$ cat src/wdog_pkg.sv
package wdog_pkg;
	localparam int unsigned CLK_HZ          = 20_000_000;
	localparam int unsigned TICK_SEC        = 1;
	localparam int unsigned TICK_CYCLES     = CLK_HZ * TICK_SEC;
	localparam int unsigned STARTUP_SEC     = 150;
	localparam int unsigned RELAY_PULSE_SEC = 4;
	localparam int unsigned SEC_W           = 12;
	localparam int unsigned HOST_RST_CYCLES = 20;

	localparam logic [11:0] ADDR_CTRL    = 12'h000;
	localparam logic [11:0] ADDR_STATUS  = 12'h004;
	localparam logic [11:0] ADDR_TIMEOUT = 12'h008;
	localparam logic [11:0] ADDR_TRIG    = 12'h00c;

	localparam int unsigned CTRL_R1_INVERT = 0;
	localparam int unsigned CTRL_R2_OWN    = 1;
	localparam int unsigned CTRL_R2_VALUE  = 2;
	localparam int unsigned CTRL_R1_OFF    = 3;
	localparam int unsigned CTRL_R2_OFF    = 4;
	localparam int unsigned CTRL_TO_OWN    = 5;
	localparam int unsigned CTRL_CLR_RST   = 6;

	localparam logic [31:0] CTRL_RESET    = 32'h0000_0000;
	localparam logic [31:0] TIMEOUT_RESET = 32'h0000_0005;

	typedef enum logic [3:0] {
		ST_HOLDOFF = 4'b0001,
		ST_WAITTRG = 4'b0010,
		ST_ARMED   = 4'b0100,
		ST_TRIP    = 4'b1000
	} wd_state_t;

	typedef struct packed {
		logic relay1_temp_enable;
		logic relay1_latch_mode;
		logic relay2_latch_mode;
		logic overtemp_hold_reset_enable;
		logic startup_hold_delay;
		logic [2:0] delay_sel;
	} switches_t;

	typedef struct packed {
		logic lower_trip;
		logic upper_trip;
		logic release_band;
	} temp_t;

	function automatic logic [SEC_W-1:0] sel_seconds(input logic [2:0] s);
		case (s)
			3'h0: sel_seconds = 12'h005;
			3'h1: sel_seconds = 12'h00a;
			3'h2: sel_seconds = 12'h01e;
			3'h3: sel_seconds = 12'h03c;
			3'h4: sel_seconds = 12'h12c;
			3'h5: sel_seconds = 12'h258;
			3'h6: sel_seconds = 12'h708;
			default: sel_seconds = 12'he10;
		endcase
	endfunction : sel_seconds
endpackage : wdog_pkg

$ cat src/switch_configured_watchdog.sv
`timescale 1ns/1ps
//Contract
//RQ1: relay-one temp switch on: lower trip fires relay one in its mode; else ignored
//RQ2: pulse mode: each fresh rise above lower trip gives a new relay-one pulse
//RQ3: relay-one latch mode latches relay one on watchdog or enabled temp trip
//RQ4: relay-one pulse mode gives a 4-5 second pulse per trip
//RQ5: latched relays clear only on power-down, panel reset, or software off
//RQ6: software option inverts relay-one mode switch and relay-one sense
//RQ7: relay-two latch mode latches on watchdog trip; temperature ignored
//RQ8: relay-two pulse mode gives 4-5 second pulse per watchdog trip
//RQ9: software may take exclusive control of relay two
//RQ10: overtemp reset switch on: hold host reset from the upper trip
//RQ11: release overtemp reset once temperature reaches lower trip plus 4 degrees
//RQ12: overtemp reset switch off: upper trip only changes buzzer pattern
//RQ13: extend off: wait 150 s after power-on or host reset, then arm
//RQ14: extend on: after 150 s wait for first re-trigger before arming
//RQ15: delay switches select 5 s to 1 h timeout, switch six most significant
//RQ16: armed: each re-trigger restarts count; expiry starts host reset
//RQ17: software timeout replaces the switch selection when enabled
//RQ18: panel reset button resets this logic and passes through to host
//RQ19: host keeps extend switch off and prefers a longer stored delay
//RQ20: other party re-triggers with rising edges faster than the timeout
//RQ21: after host reset a sticky status bit is set until software clears it
//RQ22: all delays count a one-second timebase from the system clock; the host reset pulse counts HOST_RST_CYCLES clock cycles instead
//RQ23: expiry pulses host reset, triggers both relays, reenters the startup delay
module switch_configured_watchdog
	import wdog_pkg::*;
#(
	parameter int unsigned TICK_CYC = TICK_CYCLES
) (
	// apb
	input  wire logic        pclk,
	input  wire logic        presetn,
	input  wire logic        psel,
	input  wire logic        penable,
	input  wire logic        pwrite,
	input  wire logic [11:0] paddr,
	input  wire logic [31:0] pwdata,
	input  wire logic [3:0]  pstrb,
	output logic      [31:0] prdata,
	output logic             pready,
	output logic             pslverr,
	// board
	input  wire switches_t   sw,
	input  wire temp_t       temp,
	input  wire logic        ext_trigger,
	input  wire logic        panel_reset_n,
	// outputs
	output logic             host_reset_n,
	output logic             relay1,
	output logic             relay2,
	output logic             buzzer_continuous,
	output logic             reset_seen_led
);
	localparam int unsigned TW = $clog2(TICK_CYC + 1);

	// panel reset folds into logic reset [RQ18]
	wire rst_n = presetn & panel_reset_n; // [RQ18]

	logic [TW-1:0]    tick_cnt_q;
	logic             tick_q;
	wd_state_t        st_q;
	logic [SEC_W-1:0] sec_q;
	logic [SEC_W-1:0] r1_cnt_q;
	logic [SEC_W-1:0] r2_cnt_q;
	logic             r1_latch_q;
	logic             r2_latch_q;
	logic             rst_seen_q;
	logic             ot_hold_q;
	logic             lower_q;
	logic             ext_q;
	logic [7:0]       hr_cnt_q;
	logic [31:0]      ctrl_q;
	logic [SEC_W-1:0] sw_to_q;
	logic             sw_trig_q;

	// apb decode
	wire acc     = psel & penable;
	wire wr      = acc & pwrite;
	wire hit_c   = paddr == ADDR_CTRL;
	wire hit_s   = paddr == ADDR_STATUS;
	wire hit_t   = paddr == ADDR_TIMEOUT;
	wire hit_g   = paddr == ADDR_TRIG;
	wire mapped  = hit_c | hit_s | hit_t | hit_g;
	wire wr_c    = wr & hit_c & pstrb[0];
	wire wr_t    = wr & hit_t & (pstrb[1:0] == 2'b11);
	wire wr_g    = wr & hit_g;
	assign pready  = 1'b1;
	assign pslverr = acc & ~mapped;

	// one-second timebase [RQ22]
	wire tick_wrap = tick_cnt_q == TW'(TICK_CYC - 1);
	always_ff @(posedge pclk or negedge rst_n) begin
		if (!rst_n) begin
			tick_cnt_q <= '0;
			tick_q     <= 1'b0;
		end else begin
			tick_cnt_q <= tick_wrap ? '0 : tick_cnt_q + TW'(1); // [RQ22]
			tick_q     <= tick_wrap;
		end
	end

	// re-trigger: rising external edge or software write [RQ20]
	wire retrig  = (ext_trigger & ~ext_q) | sw_trig_q; // [RQ20]
	wire [SEC_W-1:0] timeout_s = ctrl_q[CTRL_TO_OWN] ? sw_to_q : sel_seconds(sw.delay_sel); // [RQ15] [RQ17]
	wire expire  = (st_q == ST_ARMED) & tick_q & (sec_q <= SEC_W'(1)); // [RQ16]
	wire hold_done = tick_q & (sec_q <= SEC_W'(1));

	wd_state_t st_d;
	logic [SEC_W-1:0] sec_d;
	always_comb begin
		st_d  = st_q;
		sec_d = tick_q ? sec_q - SEC_W'(1) : sec_q;
		case (st_q)
			ST_HOLDOFF: if (hold_done) begin // [RQ13]
				st_d  = sw.startup_hold_delay ? ST_WAITTRG : ST_ARMED; // [RQ14]
				sec_d = timeout_s;
			end
			ST_WAITTRG: begin
				sec_d = timeout_s;
				if (retrig)
					st_d = ST_ARMED; // [RQ14]
			end
			ST_ARMED: begin
				if (retrig)
					sec_d = timeout_s; // [RQ16]
				else if (expire)
					st_d = ST_TRIP;
			end
			ST_TRIP: begin
				st_d  = ST_HOLDOFF; // [RQ23]
				sec_d = SEC_W'(STARTUP_SEC);
			end
			default: begin
				st_d  = ST_HOLDOFF;
				sec_d = SEC_W'(STARTUP_SEC);
			end
		endcase
	end

	always_ff @(posedge pclk or negedge rst_n) begin
		if (!rst_n) begin
			st_q  <= ST_HOLDOFF;
			sec_q <= SEC_W'(STARTUP_SEC);
		end else begin
			st_q  <= st_d;
			sec_q <= sec_d;
		end
	end

	wire wd_trip = st_q == ST_TRIP;
	// temperature event: rising over lower trip [RQ1] [RQ2]
	wire t_event = sw.relay1_temp_enable & temp.lower_trip & ~lower_q; // [RQ1] [RQ2]
	wire r1_fire = wd_trip | t_event;
	wire r1_latch_sel = sw.relay1_latch_mode ^ ctrl_q[CTRL_R1_INVERT]; // [RQ6]
	wire r1_off  = wr_c & pwdata[CTRL_R1_OFF];
	wire r2_off  = wr_c & pwdata[CTRL_R2_OFF];

	always_ff @(posedge pclk or negedge rst_n) begin
		if (!rst_n) begin
			r1_latch_q <= 1'b0;
			r2_latch_q <= 1'b0;
			r1_cnt_q   <= '0;
			r2_cnt_q   <= '0;
		end else begin
			// set beats a same-cycle software off [RQ5]
			if (r1_fire & r1_latch_sel)
				r1_latch_q <= 1'b1; // [RQ3]
			else if (r1_off)
				r1_latch_q <= 1'b0; // [RQ5]
			if (wd_trip & sw.relay2_latch_mode)
				r2_latch_q <= 1'b1; // [RQ7]
			else if (r2_off)
				r2_latch_q <= 1'b0; // [RQ5]
			// pulse counts RELAY_PULSE_SEC full ticks plus a partial: 4-5 s
			if (r1_fire & ~r1_latch_sel)
				r1_cnt_q <= SEC_W'(RELAY_PULSE_SEC + 1); // [RQ4]
			else if (r1_off)
				r1_cnt_q <= '0;
			else if (tick_q && r1_cnt_q != '0)
				r1_cnt_q <= r1_cnt_q - SEC_W'(1);
			if (wd_trip & ~sw.relay2_latch_mode)
				r2_cnt_q <= SEC_W'(RELAY_PULSE_SEC + 1); // [RQ8]
			else if (r2_off)
				r2_cnt_q <= '0;
			else if (tick_q && r2_cnt_q != '0)
				r2_cnt_q <= r2_cnt_q - SEC_W'(1);
		end
	end

	wire r1_on = r1_latch_q | (r1_cnt_q != '0);
	wire r2_on = r2_latch_q | (r2_cnt_q != '0);

	// overtemp hold with hysteresis band input [RQ10] [RQ11]
	always_ff @(posedge pclk or negedge rst_n) begin
		if (!rst_n)
			ot_hold_q <= 1'b0;
		else if (sw.overtemp_hold_reset_enable & temp.upper_trip)
			ot_hold_q <= 1'b1; // [RQ10]
		else if (~temp.release_band | ~sw.overtemp_hold_reset_enable)
			ot_hold_q <= 1'b0; // [RQ11]
	end

	always_ff @(posedge pclk or negedge rst_n) begin
		if (!rst_n) begin
			hr_cnt_q   <= '0;
			rst_seen_q <= 1'b0;
			lower_q    <= 1'b0;
			ext_q      <= 1'b0;
		end else begin
			lower_q <= temp.lower_trip;
			ext_q   <= ext_trigger;
			if (wd_trip)
				hr_cnt_q <= 8'(HOST_RST_CYCLES); // [RQ23]
			else if (hr_cnt_q != '0)
				hr_cnt_q <= hr_cnt_q - 8'h01;
			if (wd_trip)
				rst_seen_q <= 1'b1; // [RQ21]
			else if (wr_c & pwdata[CTRL_CLR_RST])
				rst_seen_q <= 1'b0;
		end
	end

	always_ff @(posedge pclk or negedge rst_n) begin
		if (!rst_n) begin
			ctrl_q    <= CTRL_RESET;
			sw_to_q   <= TIMEOUT_RESET[SEC_W-1:0];
			sw_trig_q <= 1'b0;
			prdata    <= '0;
		end else begin
			sw_trig_q <= wr_g;
			if (wr_c)
				ctrl_q <= {29'h0, pwdata[CTRL_R2_VALUE:0]} | {26'h0, pwdata[CTRL_TO_OWN], 5'h0};
			if (wr_t)
				sw_to_q <= (pwdata[SEC_W-1:0] == '0) ? SEC_W'(1) : pwdata[SEC_W-1:0]; // [RQ17]
			if (psel & ~penable & ~pwrite) begin
				case (1'b1)
					hit_c: prdata <= ctrl_q;
					hit_s: prdata <= {22'h0, st_q, 1'b0, ot_hold_q, r2_on, rst_seen_q, relay2, relay1};
					hit_t: prdata <= {20'h0, timeout_s};
					default: prdata <= 32'h0000_0000;
				endcase
			end
		end
	end

	// host reset: panel pass-through, watchdog pulse, overtemp hold
	assign host_reset_n      = panel_reset_n & (hr_cnt_q == '0) & ~ot_hold_q; // [RQ18] [RQ10]
	assign relay1            = r1_on ^ ctrl_q[CTRL_R1_INVERT]; // [RQ6]
	assign relay2            = ctrl_q[CTRL_R2_OWN] ? ctrl_q[CTRL_R2_VALUE] : r2_on; // [RQ9]
	assign buzzer_continuous = temp.upper_trip & ~sw.overtemp_hold_reset_enable; // [RQ12]
	assign reset_seen_led    = rst_seen_q;

	chk_trip_sets_status: assert property (@(posedge pclk) disable iff (!rst_n)
		wd_trip |=> rst_seen_q) else $error("status not set after trip"); // [RQ21]
	chk_trip_host_rst: assert property (@(posedge pclk) disable iff (!rst_n)
		wd_trip |=> !host_reset_n [*8]) else $error("host reset pulse missing"); // [RQ23]
	chk_trip_to_hold: assert property (@(posedge pclk) disable iff (!rst_n)
		wd_trip |=> st_q == ST_HOLDOFF && sec_q == SEC_W'(STARTUP_SEC)) else $error("no startup delay"); // [RQ13]
	chk_retrig_reload: assert property (@(posedge pclk) disable iff (!rst_n)
		st_q == ST_ARMED && retrig |=> sec_q == $past(timeout_s)) else $error("retrigger no reload"); // [RQ16]
	chk_wait_needs_trig: assert property (@(posedge pclk) disable iff (!rst_n)
		st_q == ST_WAITTRG && !retrig |=> st_q == ST_WAITTRG) else $error("armed without trigger"); // [RQ14]
	chk_r2_owned: assert property (@(posedge pclk) disable iff (!rst_n)
		ctrl_q[CTRL_R2_OWN] |-> relay2 == ctrl_q[CTRL_R2_VALUE]) else $error("relay two not owned"); // [RQ9]
	chk_r1_latch: assert property (@(posedge pclk) disable iff (!rst_n)
		r1_fire && r1_latch_sel |=> r1_latch_q) else $error("relay one not latched"); // [RQ3]
	chk_r2_pulse: assert property (@(posedge pclk) disable iff (!rst_n)
		wd_trip && !sw.relay2_latch_mode |=> r2_cnt_q == SEC_W'(RELAY_PULSE_SEC + 1)) else $error("relay two pulse"); // [RQ8]
	chk_ot_hold: assert property (@(posedge pclk) disable iff (!rst_n)
		ot_hold_q |-> !host_reset_n) else $error("overtemp hold lost"); // [RQ10]
endmodule : switch_configured_watchdog

$ cat config.mk
export PLATFORM = sky130hd
export DESIGN_NAME = switch_configured_watchdog
export DESIGN_NICKNAME = d
export VERILOG_FILES = /design/src/wdog_pkg.sv /design/src/switch_configured_watchdog.sv
export SDC_FILE = /design/constraint.sdc
export NUM_CORES = 1
export LEC_CHECK = 0
export BUFFER_PORTS_ARGS = -buffer_cell sky130_fd_sc_hd__buf_2
export CAP_MARGIN = 20
export CORE_ASPECT_RATIO = 1.1
export CORE_MARGIN = 3
export CORE_UTILIZATION = 61
export DETAILED_ROUTE_END_ITERATION = 10
export PLACE_DENSITY = 0.83
export SYNTH_ARGS = -nofsm -noshare
export SYNTH_HDL_FRONTEND = slang
export SYNTH_SLANG_ARGS = --single-unit
$ cat constraint.sdc
create_clock -name pclk -period 7.3 [get_ports pclk]
set_input_delay 2.19 -clock pclk [delete_from_list [all_inputs] [get_ports pclk]]
set_output_delay 2.19 -clock pclk [all_outputs]
set_load 0.01 [all_outputs]
==> impl_metrics.csv <==
group,metric,value,unit
cts,clockRootBuffer,"clkbuf_8",
setup_path,worstReg2RegEnd,"sec_q[10]",
routing,wirelength,12900,um
finish,fin_nets,738,
power_and_ir_drop,p_leak,2.85,nW
setup_path,setup.worst_path.start,"paddr[9]",
worst_hold_path,min_from,"tick_cnt_q[0]",
finish,fin_cells,785,
sta,setup-tns-final,0,ns
synth,synth_edf_count,0,
worst_hold_path,hold_end,"tick_cnt_q[0]",
synth,synth_top_area_frac,0.438,
power_and_ir_drop,power_density,164,mW/mm^2
routing,avgViaCountPerCell,5.98,
grt,grt-ovfl-total,0,
cts,cts_tree,"built",
cts,path_clk_slew,0.11,ns
synth,synth-main-ff-cell,"dfrtp_1",
synth,synthCells,617,
sta,post-route-min-period,5.86,ns
cts,cts_sinks,109,
finish,post-route-util,0.693,
sta,setup_violations,0,
finish,fillers,722,
routing,antenna_left,0,
synth,synth_area,0.00583,mm^2
floorplanning,dieArea,0.0108,mm^2
synth,ys_async_sr_fraction,1.00,
setup_path,arrival,3.67,ns
power_and_ir_drop,vdd_drop_max,0.105,mV
worst_hold_path,hold_depth,1,
grt,first_global_vias,4639,
routing,vias,4695,
place,port_buffers,61,
synth,syn_avg_cell_area,9.45,um^2
power_and_ir_drop,comb_power_share,0.070,
flow_run,maxCapViolCount,0,
sta,clock_skew,0.00701,ns
grt,grt_pass1_wl,21600,um
finish,multi_input_area,0.00285,mm^2
cts,postCtsHoldBufs,0,
grt,grt_max_degree,63,
floorplanning,core,0.00910,mm^2
routing,route.detailed.drc,0,
outcome,outcome,"complete, no violations",
setup_path,critPathKind,"in2out",
power_and_ir_drop,swShare,0.264,
sta,fmax,171,MHz
synth,yosysMostFrequentCell,"dfrtp_1",
power_and_ir_drop,power,1.04,mW
setup_path,start_kind,"input pin",
sta,finalHoldViolations,0,
finish,drive_above_1_share,0.171,
power_and_ir_drop,power_frac_seq,0.594,
power_and_ir_drop,power.internal,0.764,mW
place,place_hpwl,9520,um
place,gp_congestion,0.892,
cts,cts_buffer_depth,2,
sta,tightestPinTransition,0.992,ns
setup_path,cp.required,5.11,ns
setup_path,crit_path_end_kind,"output pin",
synth,yosys.area.top_type,"dfrtp_1",
synth,ys_seq_elements,109,
place,dp_cells,769,
sta,fin_crit_sh,0.802,
sta,slew_viol_final,0,
setup_path,critical_path.max_fanout,5,
setup_path,reg2reg_from,"tick_q",
grt,grt_usage,0.249,
floorplanning,die_height,109,um
worst_hold_path,hold_class,"reg2reg",
synth,seq_area_frac_synth,0.469,
cts,cts_buffers,9,
routing,drt_iter0_drc,386,
sta,slew_headroom,0.336,
power_and_ir_drop,power.net_switching,0.274,mW
synth,ys_types,62,
floorplanning,rows,36,
finish,syn_to_final_growth,8.22,%
grt,antenna_found_initial,1,
cts,post-cts-setup-buffer-count,0,
routing,drt_pass1_iterations,6,
cts,insertion_delay,0.37,ns
finish,diodes,0,
power_and_ir_drop,pwr-share-clk,0.337,
sta,rsz0062_at_grt,"false",
cts,htree_levels,3,
floorplanning,io-pin-count,105,
setup_path,r2r_cells,5,
synth,synth_area_leaders,"dfrtp_1, nor2_1, xnor2_1",
floorplanning,initial_core_util,0.641,
finish,regArea,0.00274,mm^2
setup_path,reg2reg_slack,4.65,ns
cts,ctsResizeCount,0,
floorplanning,die_x,99.2,um
synth,synthTopCellsByCount,"dfrtp_1, nor2_1, nand2_1, a21oi_1, o21ai_0",
routing,avgRoutedWirePerCell,16.4,um
synth,yosys_warnings,0,
per-stage QoR:
stage / instance area, um^2 / setup slack, ns / hold WS [ns]
after global placement: 6130 / 1.53 / 0.437
after floorplan: 5900 / 1.68 / 0.424
after CTS: 6310 / 1.47 / 0.476
after detailed placement: 6130 / 1.47 / 0.463
final: 6310 / 1.44 / 0.472
after global routing: 6310 / 1.24 / 0.504
power groups by stage:
stage | sequential [mW] | clock [mW] | combinational (mW)
2_1_floorplan | 0.627 | 0 | 0.0520
3_3_place_gp | 0.627 | 0 | 0.0706
3_5_place_dp | 0.628 | 0 | 0.0726
4_1_cts | 0.616 | 0.353 | 0.0730
5_1_grt | 0.617 | 0.376 | 0.0818
6_report | 0.616 | 0.349 | 0.0723
routing by layer:
metal	part of all wire	vias to the layer above	GRT usage
met5	0.0010	-	0
met4	0.016	2	0.0810
met3	0.053	23	0.0542
met2	0.50	113	0.423
met1	0.42	2302	0.317
li1	-	2255	-
how the worst max path moves through the flow:
stage,to,slack [ns],cells past startpoint
finish,pslverr,1.44,5
global route,pslverr,1.24,5
CTS,pslverr,1.47,5
detailed placement,pslverr,1.47,5
global placement,pslverr,1.53,5
floorplan,ctrl_q[0],1.68,1
sequential cells by signal, indices dropped and copies added, names as in the netlist:
signal	count
tick_q	1
r2_latch_q	1
ext_q	1
lower_q	1
tick_cnt_q	25
sw_trig_q	1
r2_cnt_q	12
ot_hold_q	1
reset_seen_led	1
r1_cnt_q	12
ctrl_q	4
prdata	12
sec_q	12
r1_latch_q	1
hr_cnt_q	8
st_q	4
sw_to_q	12
critical path: stages:
cell	delay [ns]
buf_2	0.10
nor4_1	0.63
nand3_1	0.34
and3_1	0.28
buf_2	0.13
kinds of logic after synthesis:
group | after synthesis | synth area share
flip-flops | 109 | 0.469
other | 2 | 0.00129
multiplexers | 21 | 0.0393
adder cells (fa/ha/maj) | 6 | 0.0129
AND/OR/NAND/NOR | 247 | 0.221
buffers and inverters | 65 | 0.0556
XOR/XNOR | 44 | 0.0661
AO/OA/AOI/OAI | 123 | 0.135
layout make-up:
class / count / area share
multi-input combinational: 462 / 0.452
sequential: 109 / 0.434
timing repair buffer: 63 / 0.0508
tap: 114 / 0.0226
clock buffer: 9 / 0.0196
inverter: 21 / 0.0125
clock inverter: 7 / 0.00912
layout by cell type, fill, tap and decap left out, types with 8 or more instances in the layout:
master and n:
xor2_1 21, inv_1 21, o22ai_1 10, nor2_1 65, mux2_2 15, nand2b_1 11, nand2_1 49, nor3_1 22
clkbuf_8 9, conb_1 21, a21oi_1 34, o21ai_0 27, buf_2 61, dfrtp_1 102, nor3b_1 8, xnor2_1 23
nand3_1 15, nand4_1 16, nor4_1 12, o31ai_1 10
(Power assumes the default switching activity.)
